## config.mk

```make
export PLATFORM = sky130hd
export DESIGN_NAME = misc_ctrl
export DESIGN_NICKNAME = d
export VERILOG_FILES = /design/src/rtl/misc_ctrl.v
export VERILOG_INCLUDE_DIRS = /design/src /design/src/rtl
export SDC_FILE = /design/constraint.sdc
export NUM_CORES = 1
export LEC_CHECK = 0
export ABC_AREA = 1
export BUFFER_PORTS_ARGS = -buffer_cell sky130_fd_sc_hd__buf_4
export CAP_MARGIN = 5
export CELL_PAD_IN_SITES_DETAIL_PLACEMENT = 2
export CELL_PAD_IN_SITES_GLOBAL_PLACEMENT = 2
export CORE_ASPECT_RATIO = 1.2
export CORE_UTILIZATION = 33
export CTS_CLUSTER_DIAMETER = 100
export DETAILED_ROUTE_END_ITERATION = 12
export PLACE_DENSITY_LB_ADDON = 0.1
export RECOVER_POWER = 50
export SLEW_MARGIN = 20
export SYNTH_ARGS = -nofsm -noshare
export SYNTH_HDL_FRONTEND = slang
export SYNTH_SLANG_ARGS = --single-unit
```

## constraint.sdc

```tcl
create_clock -name CLK -period 4.51 [get_ports CLK]
set_input_delay 0.6765 -clock CLK [delete_from_list [all_inputs] [get_ports CLK]]
set_output_delay 0.6765 -clock CLK [all_outputs]
set_load 0.005 [all_outputs]
```

## src/rtl/misc_defs.vh

```
// Register map, field positions and timing constants of the strap and pin logic
// Function
// Subscriber role: aux pins individually in/out
// Other roles: aux pins select bus channel
// Primary strap low subscriber, high line
// Secondary strap: low trunk, high line card
// Subscriber: awake falling edge interrupts, optional reset
// Reset out low on watchdog or command
// Buffered oscillator clock output, unsynchronised; here taken through the two-stage synchroniser and a register
// Received D-channel bits on activity output
// Inhibit pin or bit inverts echo bits
// Stop/go output, programmable polarity and length
// LED: host level or low when activated
// Board keeps straps stable after reset
// Bit clock half data clock, trunk 1.536MHz
`ifndef MISC_DEFS_VH
`define MISC_DEFS_VH
// Register word indices; byte address is four times the index
`define ADR_CONF      4'h0
`define ADR_AUX_DIR   4'h1
`define ADR_AUX_OUT   4'h2
`define ADR_AUX_IN    4'h3
`define ADR_STATUS    4'h4
`define ADR_IRQ_STAT  4'h5
`define ADR_IRQ_MASK  4'h6
// Configuration fields
`define CF_LED_AUTO   0
`define CF_LED_LEVEL  1
`define CF_INHIBIT    2
`define CF_SG_POL     3
`define CF_AWAKE_RST  4
`define CF_HOST_RST   5
`define CF_NT_SEL     6
`define CF_SG_LEN_LO  8
`define CF_SG_LEN_HI  15
`define CONF_RESET    32'h00000101
// Interrupt bits
`define IRQ_AWAKE     0
`define IRQ_WDOG      1
// Operating roles
`define ROLE_TE       2'h0
`define ROLE_LTT      2'h1
`define ROLE_LTS      2'h2
`define ROLE_NT       2'h3
// Reset pulse: time in ns and cycles at the clock period
`define RST_PULSE_NS  1000
`define CLK_PERIOD_NS 10
`define RST_PULSE_CYC (`RST_PULSE_NS / `CLK_PERIOD_NS)
// AXI response codes
`define RESP_OKAY     2'h0
`define RESP_SLVERR   2'h2
`endif
```

## src/rtl/misc_ctrl.v

```verilog
// Strap, auxiliary port, reset output and indicator logic with AXI4-Lite registers
//
// The address map and the AXI4-Lite interface to the registers were left to the implementer.
`timescale 1ns/1ns
`default_nettype none
`include "misc_defs.vh"
module misc_ctrl #(
  parameter RST_CYC = `RST_PULSE_CYC
) (
  input  wire        CLK,
  input  wire        RST_B,
  input  wire        CE,
  input  wire        MODE_PRI,
  input  wire        MODE_SEC,
  input  wire [2:0]  AUX_I,
  output reg  [2:0]  AUX_O,
  output reg  [2:0]  AUX_OE,
  input  wire        ECHO_INHIBIT_IN,
  input  wire        OSC_CLK_IN,
  input  wire        DATA_CLK_IN,
  input  wire        S_CLK_1536,
  input  wire        RX_DBIT,
  input  wire        S_ACTIVATED,
  input  wire        WDOG_EXPIRE,
  input  wire        SG_STROBE,
  output reg         RESET_OUT_O,
  output reg         RESET_OUT_OE,
  output reg         OSC_CLK_OUT,
  output reg         BIT_CLK_OUT,
  output reg         DCHAN_ACT_OUT,
  output reg         ECHO_INVERT,
  output reg         STOP_GO_OUT,
  output reg         ACT_LED_OUT,
  output reg  [2:0]  BUS_CHAN_SEL,
  output reg  [1:0]  ROLE,
  output reg         INT,
  input  wire [31:0] AWADDR,
  input  wire        AWVALID,
  output reg         AWREADY,
  input  wire [31:0] WDATA,
  input  wire [3:0]  WSTRB,
  input  wire        WVALID,
  output reg         WREADY,
  output reg  [1:0]  BRESP,
  output reg         BVALID,
  input  wire        BREADY,
  input  wire [31:0] ARADDR,
  input  wire        ARVALID,
  output reg         ARREADY,
  output reg  [31:0] RDATA,
  output reg  [1:0]  RRESP,
  output reg         RVALID,
  input  wire        RREADY
);

  // Word index decode; all-ones marks an unmapped address
  function [3:0] reg_index;
    input [31:0] addr;
    begin
      if (addr[31:5] != 27'h0 || addr[1:0] != 2'h0 || addr[4:2] == 3'h7)
        reg_index = 4'hF;
      else
        reg_index = {1'b0, addr[4:2]};
    end
  endfunction

  // Two-stage synchronisers for pins: straps, aux, inhibit, clocks
  reg  [8:0]  meta_r;                 // First stage, read only by second
  reg  [8:0]  sync_r;                 // Second stage
  wire [8:0]  pins = {OSC_CLK_IN, DATA_CLK_IN, ECHO_INHIBIT_IN, AUX_I, MODE_SEC, MODE_PRI, S_CLK_1536};
  wire        s_lt1536 = sync_r[0];   // Trunk bit clock from transceiver
  wire        s_pri    = sync_r[1];   // Primary strap
  wire        s_sec    = sync_r[2];   // Secondary strap or awake
  wire [2:0]  s_aux    = sync_r[5:3]; // Aux pin levels
  wire        s_inh    = sync_r[6];   // Inhibit pin
  wire        s_dcl    = sync_r[7];   // Data clock
  wire        s_osc    = sync_r[8];   // Oscillator clock

  // Registers
  reg  [31:0] conf_r;                 // Configuration
  reg  [2:0]  aux_dir_r;              // 1 = output
  reg  [2:0]  aux_out_r;              // Output levels
  reg  [1:0]  irq_stat_r;             // Sticky events
  reg  [1:0]  irq_mask_r;             // 1 = enabled
  reg         sec_d_r;                // Delayed awake level
  reg         dcl_d_r;                // Delayed data clock
  reg  [15:0] rst_cnt_r;              // Reset pulse counter
  reg  [7:0]  sg_cnt_r;               // Stop/go pulse counter

  // AXI state
  reg  [31:0] awaddr_r;               // Held write address
  reg  [31:0] wdata_r;                // Held write data
  reg  [3:0]  wstrb_r;                // Held strobes
  reg         aw_got_r;               // Address taken
  reg         w_got_r;                // Data taken

  // Role from straps; network role chosen by config in line card mode
  wire [1:0]  role_nxt = !s_pri ? `ROLE_TE :
                         !s_sec ? `ROLE_LTT :
                         conf_r[`CF_NT_SEL] ? `ROLE_NT : `ROLE_LTS;
  wire        is_te    = (ROLE == `ROLE_TE);

  // Awake falling edge, only meaningful in subscriber role
  wire        awake_ev = is_te && sec_d_r && !s_sec;

  // Write commit when both halves are held
  wire        wr_do    = aw_got_r && w_got_r && !BVALID;
  wire [3:0]  wr_idx   = reg_index(awaddr_r);
  wire        wr_conf  = wr_do && (wr_idx == `ADR_CONF);
  wire        wr_isr   = wr_do && (wr_idx == `ADR_IRQ_STAT);
  wire [1:0]  isr_clr  = (wr_isr && wstrb_r[0]) ? wdata_r[1:0] : 2'h0;
  wire [1:0]  isr_set  = {WDOG_EXPIRE, awake_ev};
  wire        host_rst = wr_conf && wstrb_r[0] && wdata_r[`CF_HOST_RST];

  // Byte-lane merge of a held write
  function [31:0] merge;
    input [31:0] old;
    input [31:0] nw;
    input [3:0]  st;
    integer k;
    begin
      merge = old;
      for (k = 0; k < 4; k = k + 1)
        if (st[k])
          merge[k*8 +: 8] = nw[k*8 +: 8];
    end
  endfunction

  // Synchroniser stages
  always @(posedge CLK)
  begin
    if (!RST_B)
    begin
      meta_r <= 9'h000;
      sync_r <= 9'h000;
    end
    else if (CE)
    begin
      meta_r <= pins;
      sync_r <= meta_r;
    end
  end

  // Configuration, aux and interrupt registers
  always @(posedge CLK)
  begin
    if (!RST_B)
    begin
      conf_r     <= `CONF_RESET;
      aux_dir_r  <= 3'h0;
      aux_out_r  <= 3'h7;
      irq_stat_r <= 2'h0;
      irq_mask_r <= 2'h0;
    end
    else if (CE)
    begin
      // Command bit never stored: it acts as a pulse
      if (wr_conf)
        conf_r <= merge(conf_r, wdata_r, wstrb_r) & ~(32'h1 << `CF_HOST_RST);
      if (wr_do && wr_idx == `ADR_AUX_DIR && wstrb_r[0])
        aux_dir_r <= wdata_r[2:0];
      if (wr_do && wr_idx == `ADR_AUX_OUT && wstrb_r[0])
        aux_out_r <= wdata_r[2:0];
      if (wr_do && wr_idx == `ADR_IRQ_MASK && wstrb_r[0])
        irq_mask_r <= wdata_r[1:0];
      // Set wins over a same-cycle clear
      irq_stat_r <= (irq_stat_r & ~isr_clr) | isr_set;
    end
  end

  // Edge detectors, role, indicators and pins
  always @(posedge CLK)
  begin
    if (!RST_B)
    begin
      // Low so an awake edge needs a high seen after reset
      sec_d_r       <= 1'b0;
      dcl_d_r       <= 1'b0;
      ROLE          <= `ROLE_TE;
      BUS_CHAN_SEL  <= 3'h0;
      OSC_CLK_OUT   <= 1'b0;
      BIT_CLK_OUT   <= 1'b0;
      DCHAN_ACT_OUT <= 1'b1;
      ECHO_INVERT   <= 1'b0;
      ACT_LED_OUT   <= 1'b1;
      INT           <= 1'b0;
    end
    else if (CE)
    begin
      sec_d_r       <= s_sec;
      dcl_d_r       <= s_dcl;
      ROLE          <= role_nxt;
      // Channel select follows aux pins outside subscriber role
      BUS_CHAN_SEL  <= is_te ? 3'h0 : s_aux;
      OSC_CLK_OUT   <= s_osc;
      // Bit clock: trunk copies S clock, others halve data clock
      if (ROLE == `ROLE_LTT)
        BIT_CLK_OUT <= s_lt1536;
      else if (s_dcl && !dcl_d_r)
        BIT_CLK_OUT <= ~BIT_CLK_OUT;
      DCHAN_ACT_OUT <= RX_DBIT;
      // Echo inversion only in network and line card roles
      ECHO_INVERT   <= (ROLE == `ROLE_NT || ROLE == `ROLE_LTS) &&
                       (s_inh || conf_r[`CF_INHIBIT]);
      // LED: auto low while activated, else host level
      ACT_LED_OUT   <= conf_r[`CF_LED_AUTO] ? !S_ACTIVATED : conf_r[`CF_LED_LEVEL];
      INT           <= |(irq_stat_r & irq_mask_r);
    end
  end

  // Aux pin drivers, open drain, per pin
  genvar g;
  generate
    for (g = 0; g < 3; g = g + 1)
    begin : aux_pin
      always @(posedge CLK)
      begin
        if (!RST_B)
        begin
          AUX_O[g]  <= 1'b0;
          AUX_OE[g] <= 1'b0;
        end
        else if (CE)
        begin
          AUX_O[g]  <= 1'b0;
          // Drive low only for an output set to zero in subscriber role
          AUX_OE[g] <= is_te && aux_dir_r[g] && !aux_out_r[g];
        end
      end
    end
  endgenerate

  // Reset output pulse, open drain low
  always @(posedge CLK)
  begin
    if (!RST_B)
    begin
      rst_cnt_r    <= 16'h0;
      RESET_OUT_O  <= 1'b0;
      RESET_OUT_OE <= 1'b0;
    end
    else if (CE)
    begin
      RESET_OUT_O <= 1'b0;
      if (WDOG_EXPIRE || host_rst || (awake_ev && conf_r[`CF_AWAKE_RST]))
        rst_cnt_r <= RST_CYC[15:0];
      else if (rst_cnt_r != 16'h0)
        rst_cnt_r <= rst_cnt_r - 16'h1;
      RESET_OUT_OE <= (rst_cnt_r > 16'h1) ||
                      WDOG_EXPIRE || host_rst || (awake_ev && conf_r[`CF_AWAKE_RST]);
    end
  end

  // Stop/go pulse with programmable length and polarity
  always @(posedge CLK)
  begin
    if (!RST_B)
    begin
      sg_cnt_r    <= 8'h0;
      STOP_GO_OUT <= 1'b0;
    end
    else if (CE)
    begin
      if (SG_STROBE)
        sg_cnt_r <= conf_r[`CF_SG_LEN_HI:`CF_SG_LEN_LO];
      else if (sg_cnt_r != 8'h0)
        sg_cnt_r <= sg_cnt_r - 8'h1;
      // Active level equals polarity bit, idle is its inverse
      STOP_GO_OUT <= (SG_STROBE || sg_cnt_r > 8'h1) ? conf_r[`CF_SG_POL] : !conf_r[`CF_SG_POL];
    end
  end

  // AXI write channel: address and data in either order
  always @(posedge CLK)
  begin
    if (!RST_B)
    begin
      AWREADY  <= 1'b0;
      WREADY   <= 1'b0;
      aw_got_r <= 1'b0;
      w_got_r  <= 1'b0;
      awaddr_r <= 32'h0;
      wdata_r  <= 32'h0;
      wstrb_r  <= 4'h0;
      BVALID   <= 1'b0;
      BRESP    <= `RESP_OKAY;
    end
    else if (CE)
    begin
      AWREADY <= !aw_got_r && !AWREADY && !BVALID;
      WREADY  <= !w_got_r && !WREADY && !BVALID;
      if (AWVALID && AWREADY)
      begin
        aw_got_r <= 1'b1;
        awaddr_r <= AWADDR;
        AWREADY  <= 1'b0;
      end
      if (WVALID && WREADY)
      begin
        w_got_r <= 1'b1;
        wdata_r <= WDATA;
        wstrb_r <= WSTRB;
        WREADY  <= 1'b0;
      end
      if (wr_do)
      begin
        BVALID   <= 1'b1;
        BRESP    <= (wr_idx == 4'hF) ? `RESP_SLVERR : `RESP_OKAY;
        aw_got_r <= 1'b0;
        w_got_r  <= 1'b0;
      end
      else if (BVALID && BREADY)
        BVALID <= 1'b0;
    end
  end

  // AXI read channel: one cycle after address taken
  always @(posedge CLK)
  begin
    if (!RST_B)
    begin
      ARREADY <= 1'b0;
      RVALID  <= 1'b0;
      RDATA   <= 32'h0;
      RRESP   <= `RESP_OKAY;
    end
    else if (CE)
    begin
      ARREADY <= !ARREADY && !RVALID && !ARVALID;
      if (ARVALID && !ARREADY && !RVALID)
        ARREADY <= 1'b1;
      if (ARVALID && ARREADY)
      begin
        ARREADY <= 1'b0;
        RVALID  <= 1'b1;
        RRESP   <= `RESP_OKAY;
        case (reg_index(ARADDR))
          `ADR_CONF:     RDATA <= conf_r;
          `ADR_AUX_DIR:  RDATA <= {29'h0, aux_dir_r};
          `ADR_AUX_OUT:  RDATA <= {29'h0, aux_out_r};
          `ADR_AUX_IN:   RDATA <= {29'h0, s_aux};
          `ADR_STATUS:   RDATA <= {26'h0, S_ACTIVATED, BUS_CHAN_SEL, ROLE};
          `ADR_IRQ_STAT: RDATA <= {30'h0, irq_stat_r};
          `ADR_IRQ_MASK: RDATA <= {30'h0, irq_mask_r};
          default:
          begin
            RDATA <= 32'h0;
            RRESP <= `RESP_SLVERR;
          end
        endcase
      end
      else if (RVALID && RREADY)
        RVALID <= 1'b0;
    end
  end

endmodule
`default_nettype wire

```

Word level (Yosys, flattened, before mapping) --
Index checks and enable logic that the tools add are counted.
Storage, ports and cells: logic and storage cells 198, register bits after elaboration 212, bits of input ports 121
Operators by class: reductions and logical operators 100, mux-type cells 33, $add $sub $neg 2, $lt $le $gt $ge 2, bitwise gates (word level) 5, equal/unequal tests 16
Operators by type and width (number):
- 32-bit case mux with 7 select lines | 1
- 27-bit nonzero test | 2
- 1-bit logical AND | 37
- 16-bit 2-to-1 mux | 2
- 2-bit AND reduction | 14
- 4-bit by 3-bit == test with 1-bit output, second input constant | 5
- 4-bit 2-to-1 mux | 5
- 2-bit nonzero test | 9
- 1-bit 2-to-1 mux | 17
- 16-bit by 1-bit > comparator with 1-bit output, second input constant | 1
- 8-bit 2-to-1 mux | 2
- 16-bit nonzero test | 1
- 16-bit by 1-bit subtractor with 16-bit output, second input constant | 1
- 1-bit logical NOT | 15
- 4-bit by 2-bit == test with 1-bit output, second input constant | 3
- 1-bit logical OR | 12
- 3-bit AND reduction | 4
- 2-bit 2-to-1 mux | 5
- 4-bit by 1-bit == test with 1-bit output, second input constant | 2
- 8-bit by 1-bit > comparator with 1-bit output, second input constant | 1
- 4-bit logical NOT | 2
- 8-bit nonzero test | 1
- 8-bit by 1-bit subtractor with 8-bit output, second input constant | 1
- 7-bit OR reduction | 1
- other kinds (11) | 14

Longest topological paths before layout --
Gate-level depths: netlist (run 1).
depth in word-level cells 12, mapped depth 14, gate-level depth less buffers 13

Worst setup path after synthesis (run 1) --
No wires, ideal clock.
path type input port to flip-flop, start input port ARADDR[29], end register RDATA[0], path buffers 1, setup time 0.070 ns, arrival 1.884 ns, setup slack 2.556 ns, cell stages on the path 10, path through or2_1 nor2_1 nand2_1 nor2_1 buf_4 nand4_1 or2_0 nand3_1 nand2_1 a21oi_1
On the way: word-level cells in the longest chain between the ends 9, elaborated cells on any way between the ends 15, classes of those cells eq/ne: 6; mux: 5; reduce/logical: 4
Ends and longest elaborated chain:
- from (decl) | line misc_ctrl.v:47 | input wire [31:0] ARADDR,
- 27-bit nonzero test (*) | line misc_ctrl.v:60 | if (addr[31:5] != 27'h0 || addr[1:0] != 2'h0 || addr[4:2] == 3'h7)
- 1-bit logical OR (*) (2 in a row) | line misc_ctrl.v:60
- 4-bit 2-to-1 mux (*) | line misc_ctrl.v:60
- 4-bit 2-to-1 mux (*) | line misc_ctrl.v:332 | if (ARVALID && ARREADY)
- 4-bit 2-to-1 mux (*) | line misc_ctrl.v:327 | else if (CE)
- 4-bit 2-to-1 mux (*) | line misc_ctrl.v:320 | if (!RST_B)
- 4-bit by 3-bit == test with 1-bit output (tied with other cells) | line misc_ctrl.v:337 | case (reg_index(ARADDR))
- 32-bit case mux with 7 select lines (*) | line misc_ctrl.v:337
- to (signal assigned) | line misc_ctrl.v:338 | `ADR_CONF: RDATA <= conf_r;
- to (signal assigned) | line misc_ctrl.v:339 | `ADR_AUX_DIR: RDATA <= {29'h0, aux_dir_r};
- to (signal assigned) | line misc_ctrl.v:340 | `ADR_AUX_OUT: RDATA <= {29'h0, aux_out_r};
- to (decl) | line misc_ctrl.v:50 | output reg [31:0] RDATA,
Every way passes the cells marked *; elsewhere a longest branch is shown, timed or not. The select of a mux whose other input is x is not followed. A chain may end at the register's enable or synchronous reset.

Worst setup path after layout (run 1) --
start input port CE, end register aux_out_r[1]
On the way: word-level cells in the longest chain between the ends 1
Ends and longest elaborated chain:
- from (decl) | line misc_ctrl.v:12 | input wire CE,
- 2-bit AND reduction (no line)
- to (signal assigned) | line misc_ctrl.v:163 | aux_out_r <= wdata_r[2:0];
- to (decl) | line misc_ctrl.v:82 | reg [2:0] aux_out_r;
Every way passes these cells.

==> qor.yml, run 1 <==
status:
  status: "complete, but fails checks"
  failed_checks: "capacitance limit, slew limit"
clock_network:
  cts.sinks: 210
  postCtsSetupBuffers: 0
  cts_tree: "built"
  post_cts_resized: 0
  insertion_delay_ns: 0.52
  cts_max_path_buffers: 3
  ctsHoldBuffers: 0
  cts_made_buffers: 25
  htree_levels: 1
  cts_root_buf: "clkbuf_16"
  clk_pin_slew_ns: 0.06
drt:
  via_count: 8346
  drt-pass1-iter-count: 4
  vias_per_cell: 4.99
  drcViolationCount: 0
  wl_mm: 27.9
  wl_per_cell_microns: 16.7
  antenna_left: 0
  drtIter0Drc: 224
worst_setup_path:
  crit_chain: "buf_4, inv_1, clkbuf_1, nor2_1, nand2_1, nor2_1, and3_2, nand2_1, o211ai_1"
  crit_slowest_cell: "clkbuf_1"
  cpLargestDelayFamily: "buffers and inverters"
  required_ns: 4.88
  cp.arrival_ns: 3.59
  reg2reg_from: "AWREADY"
  crit_path_start_kind: "primary input"
  end_kind: "flop"
  crit_fanout: 47
  worst_r2r_path_depth: 6
  worstReg2RegEnd: "awaddr_r[20]"
  r2r_slack_ns: 1.71
  path_class: "primary input to flop"
  path_buf_inv: 3
  cpPeakStageDelay_ns: 1.30
placement:
  place_inst: 1628
  dpl.hpwl_mm: 19.0
  place.gp.congestion: 0.760
  portBuffers: 175
final_layout:
  final_core_util: 0.420
  syn2layout_area_growth_pct: 24.8
  multi_input_area_sq_mm: 0.00383
  seq_area_sq_mm: 0.00420
  fillCellCount: 3079
  nNetsFinal: 1445
  num_antenna_cells: 0
  layout-drive-gt1-share: 0.175
  final_cells: 1671
floorplanning:
  die_h_microns: 181
  dieArea_sq_mm: 0.0274
  ioPinCount: 182
  core_area_sq_mm: 0.0263
  row_count: 65
  initial_utilization: 0.336
  die_w_microns: 151
power_and_ir_drop:
  clockPowerShare: 0.452
  seqPwrFrac: 0.444
  p_int_mw: 3.33
  p_leak_nw: 4.54
  p_sw_mw: 1.10
  ir_worst_vdd_uv: 225
  power.share.switching: 0.248
  p_per_area_mw_per_mm2: 402
  p_comb_frac: 0.104
grt:
  grt_usage: 0.205
  grt.overflow.total: 0
  antenna_found_initial: 0
  grt_pass1_vias: 8950
  grt_pass1_wl_mm: 45.2
  grt_max_degree: 87
sta:
  finalCritPeriodShare: 0.713
  rsz0062_at_grt: "false"
  period_needed_ns: 3.22
  skew_ns: 0.0208
  tns_ns: 0
  setup_viol: 0
  finalMaxSlewViolations: 144
  hold_violations: 0
  slew_headroom: -0.390
  worstMarginPinSlew_ns: 2.08
  max_freq_mhz: 311
synth:
  ys_ff_latch: 210
  synth_edf_count: 0
  postSynthCellCount: 1177
  ys.flop_type: "dfxtp_1"
  yosys_warnings: 0
  synthArstFlopShare: 0
  synth_cell_types: 46
  syn_area_per_cell_sq_um: 7.50
  syn_area_sq_mm: 0.00883
  synth-seq-area-share: 0.476
run:
  drv_cap: 3
hold_path:
  min_to: "DCHAN_ACT_OUT"
  worstHoldStart: "RX_DBIT"
  hold_depth: 3
  min_path_type: "primary input to flop"
[power groups by stage]
stage	combinational, mW	clock, mW	sequential [mW]
after floorplan	0.293	0	1.99
after global placement	0.451	0	2.00
after detailed placement	0.468	0	2.01
after CTS	0.476	2.06	1.97
after global routing	0.525	2.14	1.97
final	0.461	2.00	1.97
[logic make-up after synthesis]
group / count (synthesis) / share of synthesized area
AO/OA/AOI/OAI: 307 / 0.185
XOR/XNOR: 15 / 0.0149
adder cells (fa/ha/maj): 4 / 0.00567
buffers and inverters: 193 / 0.0925
flip-flops: 210 / 0.476
multiplexers: 1 / 0.00113
other: 1 / 0.000425
AND/OR/NAND/NOR: 446 / 0.224
[layer usage]
metal / global-route usage / up-vias / share of wire
met3: 0.0391 / 30 / 0.057
met2: 0.358 / 164 / 0.48
met4: 0.0460 / 0 / 0.016
met1: 0.258 / 4024 / 0.45
met5: 0 / - / 0
li1: - / 4128 / -
[registers in the layout, summed over array words and instances, names as in the netlist, 2 cells and up]
signal / flops
ROLE: 2
aux_dir_r: 3
wstrb_r: 4
RDATA: 32
rst_cnt_r: 16
awaddr_r: 32
conf_r: 31
meta_r: 9
irq_mask_r: 2
BUS_CHAN_SEL: 3
sg_cnt_r: 8
AUX_OE: 3
wdata_r: 32
aux_out_r: 3
sync_r: 9
irq_stat_r: 2
[area by class of cell]
class | instances | share of cell area
flip-flops and latches | 210 | 0.381
multi-input cells | 779 | 0.348
repair buffers | 181 | 0.117
clock buffers | 36 | 0.0659
inverters | 123 | 0.0419
well taps | 335 | 0.0380
clock inverters | 7 | 0.00806
[cell usage in the layout (no fill, tap or decap), types with 22 or more instances in the layout]
| cell type | instances |
|---|---|
| inv_1 | 117 |
| nand2_1 | 171 |
| clkbuf_4 | 39 |
| clkbuf_16 | 25 |
| dfxtp_1 | 210 |
| nand3_1 | 68 |
| buf_4 | 124 |
| clkbuf_1 | 22 |
| nor2_1 | 156 |
| a21oi_1 | 148 |
| o21ai_0 | 115 |
[through the flow]
stage | hold WS, ns | power, mW | worst slack [ns] | instance area, sq um
finish | 0.382 | 4.43 | 1.29 | 11000
floorplan | 0.429 | 2.29 | 2.56 | 8850
CTS | 0.369 | 4.50 | 1.67 | 11100
global route | 0.384 | 4.64 | 0.960 | 11000
global placement | 0.440 | 2.45 | 1.25 | 10300
detailed placement | 0.449 | 2.47 | 1.14 | 10300
[tightest hold or removal path: stages]
cell     delay, ns
buf_4         0.08
nand2_1       0.04
nand3_1       0.07
[synthesized netlist by cell type, types with 2 or more instances]
cell	instances	area (sq um)
buf_8	2	30.0
xor2_1	14	123
nand4_1	18	113
a211oi_1	6	45.0
buf_4	9	67.6
nand3_1	68	340
ha_1	4	50.1
o211ai_1	10	75.1
buf_2	5	25.0
nor2_1	156	586
dfxtp_1	210	4200
nor2_4	5	56.3
buf_1	2	7.51
o21ai_1	7	35.0
nand4_4	2	42.5
inv_2	5	18.8
inv_1	116	435
o21ai_0	115	576
clkbuf_1	48	180
a21oi_2	7	61.3
nand3_2	3	30.0
a21oi_1	148	741
clkinv_1	2	7.51
nand3b_1	2	15.0
o31ai_1	5	37.5
nand2_1	172	646
nor2_2	5	31.3
buf_6	4	45.0
nor3_1	7	35.0
a31oi_1	4	25.0
[how the worst max path moves through the flow]
stage,slack [ns],to,cells after the start,from
global route,0.96,aux_out_r[2],9,CE
CTS,1.67,RRESP[1],8,CE
finish,1.29,aux_out_r[1],9,CE
global placement,1.25,RRESP[1],8,CE
floorplan,2.56,RDATA[0],10,ARADDR[29]
detailed placement,1.14,RRESP[1],8,CE
(Power assumes the default switching activity.)
==> run 2, diff against run 1 <==
ABC_AREA = 0   (was 1)
CORE_UTILIZATION = 29   (was 33)
clock period = 2.7 ns   (was 4.51 ns; I/O delays follow)
==> run 2 against run 1 <==
Net effect: the run still ends with capacitance limit, slew limit left; worst setup slack got worse by 0.88 ns; synthesized area decreased by 0.96%; clock skew decreased by 0.010 ns; critical endpoint is now awaddr_r[7]; non-clock buffer count increased by 13; combinational power increased by 110%; flip-flop and latch count unchanged; sequential share of layout area decreased by 0.59 points; clock power increased by 70%; synthesized cell count decreased by 12%; utilization decreased by 4.2 points; global-route usage decreased by 2.3 points; register-to-register slack got worse by 1.3 ns.
==> qor.yml, run 2 <==
status:
  failed_checks: "capacitance limit, slew limit"
  status: "complete, but fails checks"
drt:
  via_count: 7929  # -5.0%
  drtIter0Drc: 203  # -9.4%
  wl_mm: 28.2  # +1.0%
  antenna_left: 0  # unchanged
  drcViolationCount: 0  # unchanged
  drt-pass1-iter-count: 4  # unchanged
  vias_per_cell: 4.97  # -0.47%
  wl_per_cell_microns: 17.7  # +5.8%
synth:
  postSynthCellCount: 1040  # -12%
  yosys-top-cells-count: "nand2_1, dfxtp_1, nor2_1, a21oi_1, mux2i_1"
  yosys.area.top_type_share: 0.481  # +0.00463
  ys.flop_type: "dfxtp_1"
  synthArstFlopShare: 0  # unchanged
  synth_edf_count: 0  # unchanged
  yosys_warnings: 0  # unchanged
  yosysMostFrequentCell: "nand2_1"
  synth-seq-area-share: 0.481  # +0.00463
  synth_cell_types: 61  # +33%
  syn_area_per_cell_sq_um: 8.41  # +12%
  ys_ff_latch: 210  # unchanged
  syn_area_sq_mm: 0.00875  # -0.96%
  synthTopCellsByArea: "dfxtp_1, nand2_1, mux2i_1"
  yosysTopAreaCell: "dfxtp_1"
grt:
  grt_pass1_wl_mm: 45.4  # +0.35%
  grt_pass1_vias: 8500  # -5.0%
  grt_usage: 0.183  # -0.0226
  grt.overflow.total: 0  # unchanged
  grt_max_degree: 91  # +4.6%
  antenna_found_initial: 0  # unchanged
final_layout:
  design_area_sq_mm: 0.0112  # +1.6%
  nNetsFinal: 1317  # -8.9%
  layout_common_cells: "nand2_1, dfxtp_1, buf_4"
  multi_input_area_sq_mm: 0.00416  # +8.5%
  num_antenna_cells: 0  # unchanged
  layout-drive-gt1-share: 0.201  # +0.0257
  syn2layout_area_growth_pct: 28.0
  seq_area_sq_mm: 0.00420  # unchanged
  largestRegisters: "RDATA: 32 flops, awaddr_r: 32 flops, wdata_r: 32 flops"
  final_common_cell: "nand2_1"
  fillCellCount: 3333  # +8.2%
sta:
  rsz0062_at_grt: "false"
  worstMarginPinSlew_ns: 1.60  # -0.483 ns
  finalMaxSlewViolations: 38  # -74%
  period_needed_ns: 2.29
  setup_viol: 0  # unchanged
  hold_violations: 0  # unchanged
  tns_ns: 0  # unchanged
  max_freq_mhz: 437
  skew_ns: 0.0103  # -0.0105 ns
  slew_headroom: -0.0678  # +0.322
  finalCritPeriodShare: 0.848
floorplanning:
  initial_utilization: 0.295  # -0.0408
  die_h_microns: 192  # +6.1%
  core_area_sq_mm: 0.0296  # +13%
  ioPinCount: 182  # unchanged
  row_count: 69  # +6.2%
  dieArea_sq_mm: 0.0309  # +13%
  die_w_microns: 161  # +6.1%
worst_setup_path:
  cpPeakStageDelay_ns: 1.07  # -0.23 ns
  r2r_slack_ns: 0.41  # -1.30 ns
  crit_path_start_kind: "primary input"
  cp.arrival_ns: 2.72  # -0.87 ns
  crit_fanout: 33  # -30%
  crit_chain: "clkbuf_1, and3_1, clkbuf_1, nand2_1, a21oi_1"
  crit_slowest_cell: "clkbuf_1"
  path_class: "primary input to flop"
  cpMostUsedCell: "clkbuf_1"
  end_kind: "flop"
  path_buf_inv: 2  # -1
  required_ns: 3.13  # -1.75 ns
  cpLargestDelayFamily: "buffers and inverters"
clock_network:
  ctsHoldBuffers: 0  # unchanged
  postCtsSetupBuffers: 0  # unchanged
  insertion_delay_ns: 0.51  # about the same
  cts.sinks: 210  # unchanged
  cts_root_buf: "clkbuf_16"
  cts_made_buffers: 25  # unchanged
  clk_pin_slew_ns: 0.06  # about the same
  post_cts_resized: 0  # unchanged
  cts_max_path_buffers: 3  # unchanged
  htree_levels: 1  # unchanged
  cts_tree: "built"
power_and_ir_drop:
  p_leak_nw: 4.22  # -7.1%
  p_total_mw: 7.70  # +74%
  p_per_area_mw_per_mm2: 688  # +71%
  ir_worst_vdd_uv: 277  # +23%
placement:
  place_area_sq_mm: 0.0104  # +1.5%
  portBuffers: 175  # unchanged
  place.gp.congestion: 0.738  # -2.9%
  dpl.hpwl_mm: 19.9  # +4.9%
hold_path:
  min_path_type: "primary input to flop"
run:
  drv_cap: 1  # -2
-- run 2: final cells by class --
class | count | area share
repair buffers | 194 | 0.128
inverters | 22 | 0.00760
well taps | 390 | 0.0436
multi-input cells | 739 | 0.371
clock buffers | 37 | 0.0679
clock inverters | 3 | 0.00581
flip-flops and latches | 210 | 0.375
-- run 2: report_power, final --
| part | switching (mW) | internal, mW |
|---|---|---|
| registers | 0.121 | 3.21 |
| logic | 0.557 | 0.411 |
| clock network | 1.29 | 2.11 |
-- run 2: path summary, 6_finish.rpt --
check	from	to	depth (start not counted)
setup / recovery	CE	awaddr_r[7]	5
hold / removal	RX_DBIT	DCHAN_ACT_OUT	3
setup reg to reg	awaddr_r[24]	conf_r[18]	5
hold reg to reg	RDATA[2]	RDATA[2]	2
-- run 2: worst reg2reg max path: cells and delay by family (launching register included) --
family        cells  cell delay [ns]
flops             1             0.31
simple gates      4             1.66
mux               1             0.25
-- run 2: cell families after synthesis --
| group | after synthesis | share of synthesized area |
|---|---|---|
| XOR/XNOR | 1 | 0.00100 |
| other | 1 | 0.000429 |
| buffers and inverters | 96 | 0.0469 |
| flip-flops | 210 | 0.481 |
| AND/OR/NAND/NOR | 463 | 0.245 |
| adder cells (fa/ha/maj) | 4 | 0.00572 |
| AO/OA/AOI/OAI | 195 | 0.140 |
| multiplexers | 70 | 0.0805 |
-- run 2: metal layers --
metal  wire, microns  vias up  track usage
li1                -     3900            -
met1           12300     3882        0.217
met2           14600      116        0.344
met3             937       31       0.0271
met4             425        0       0.0388
met5               0        -            0
-- run 2: stage by stage --
step / setup slack [ns] / util / hold WS (ns) / cells
floorplan: 0.826 / - / 0.434 / 1045
global placement: 0.423 / 0.352 / 0.444 / 1555
detailed placement: 0.375 / 0.352 / 0.453 / 1555
CTS: 0.358 / 0.380 / 0.0999 / 1595
global route: 0.177 / 0.378 / 0.123 / 1595
finish: 0.410 / 0.378 / 0.115 / 1595
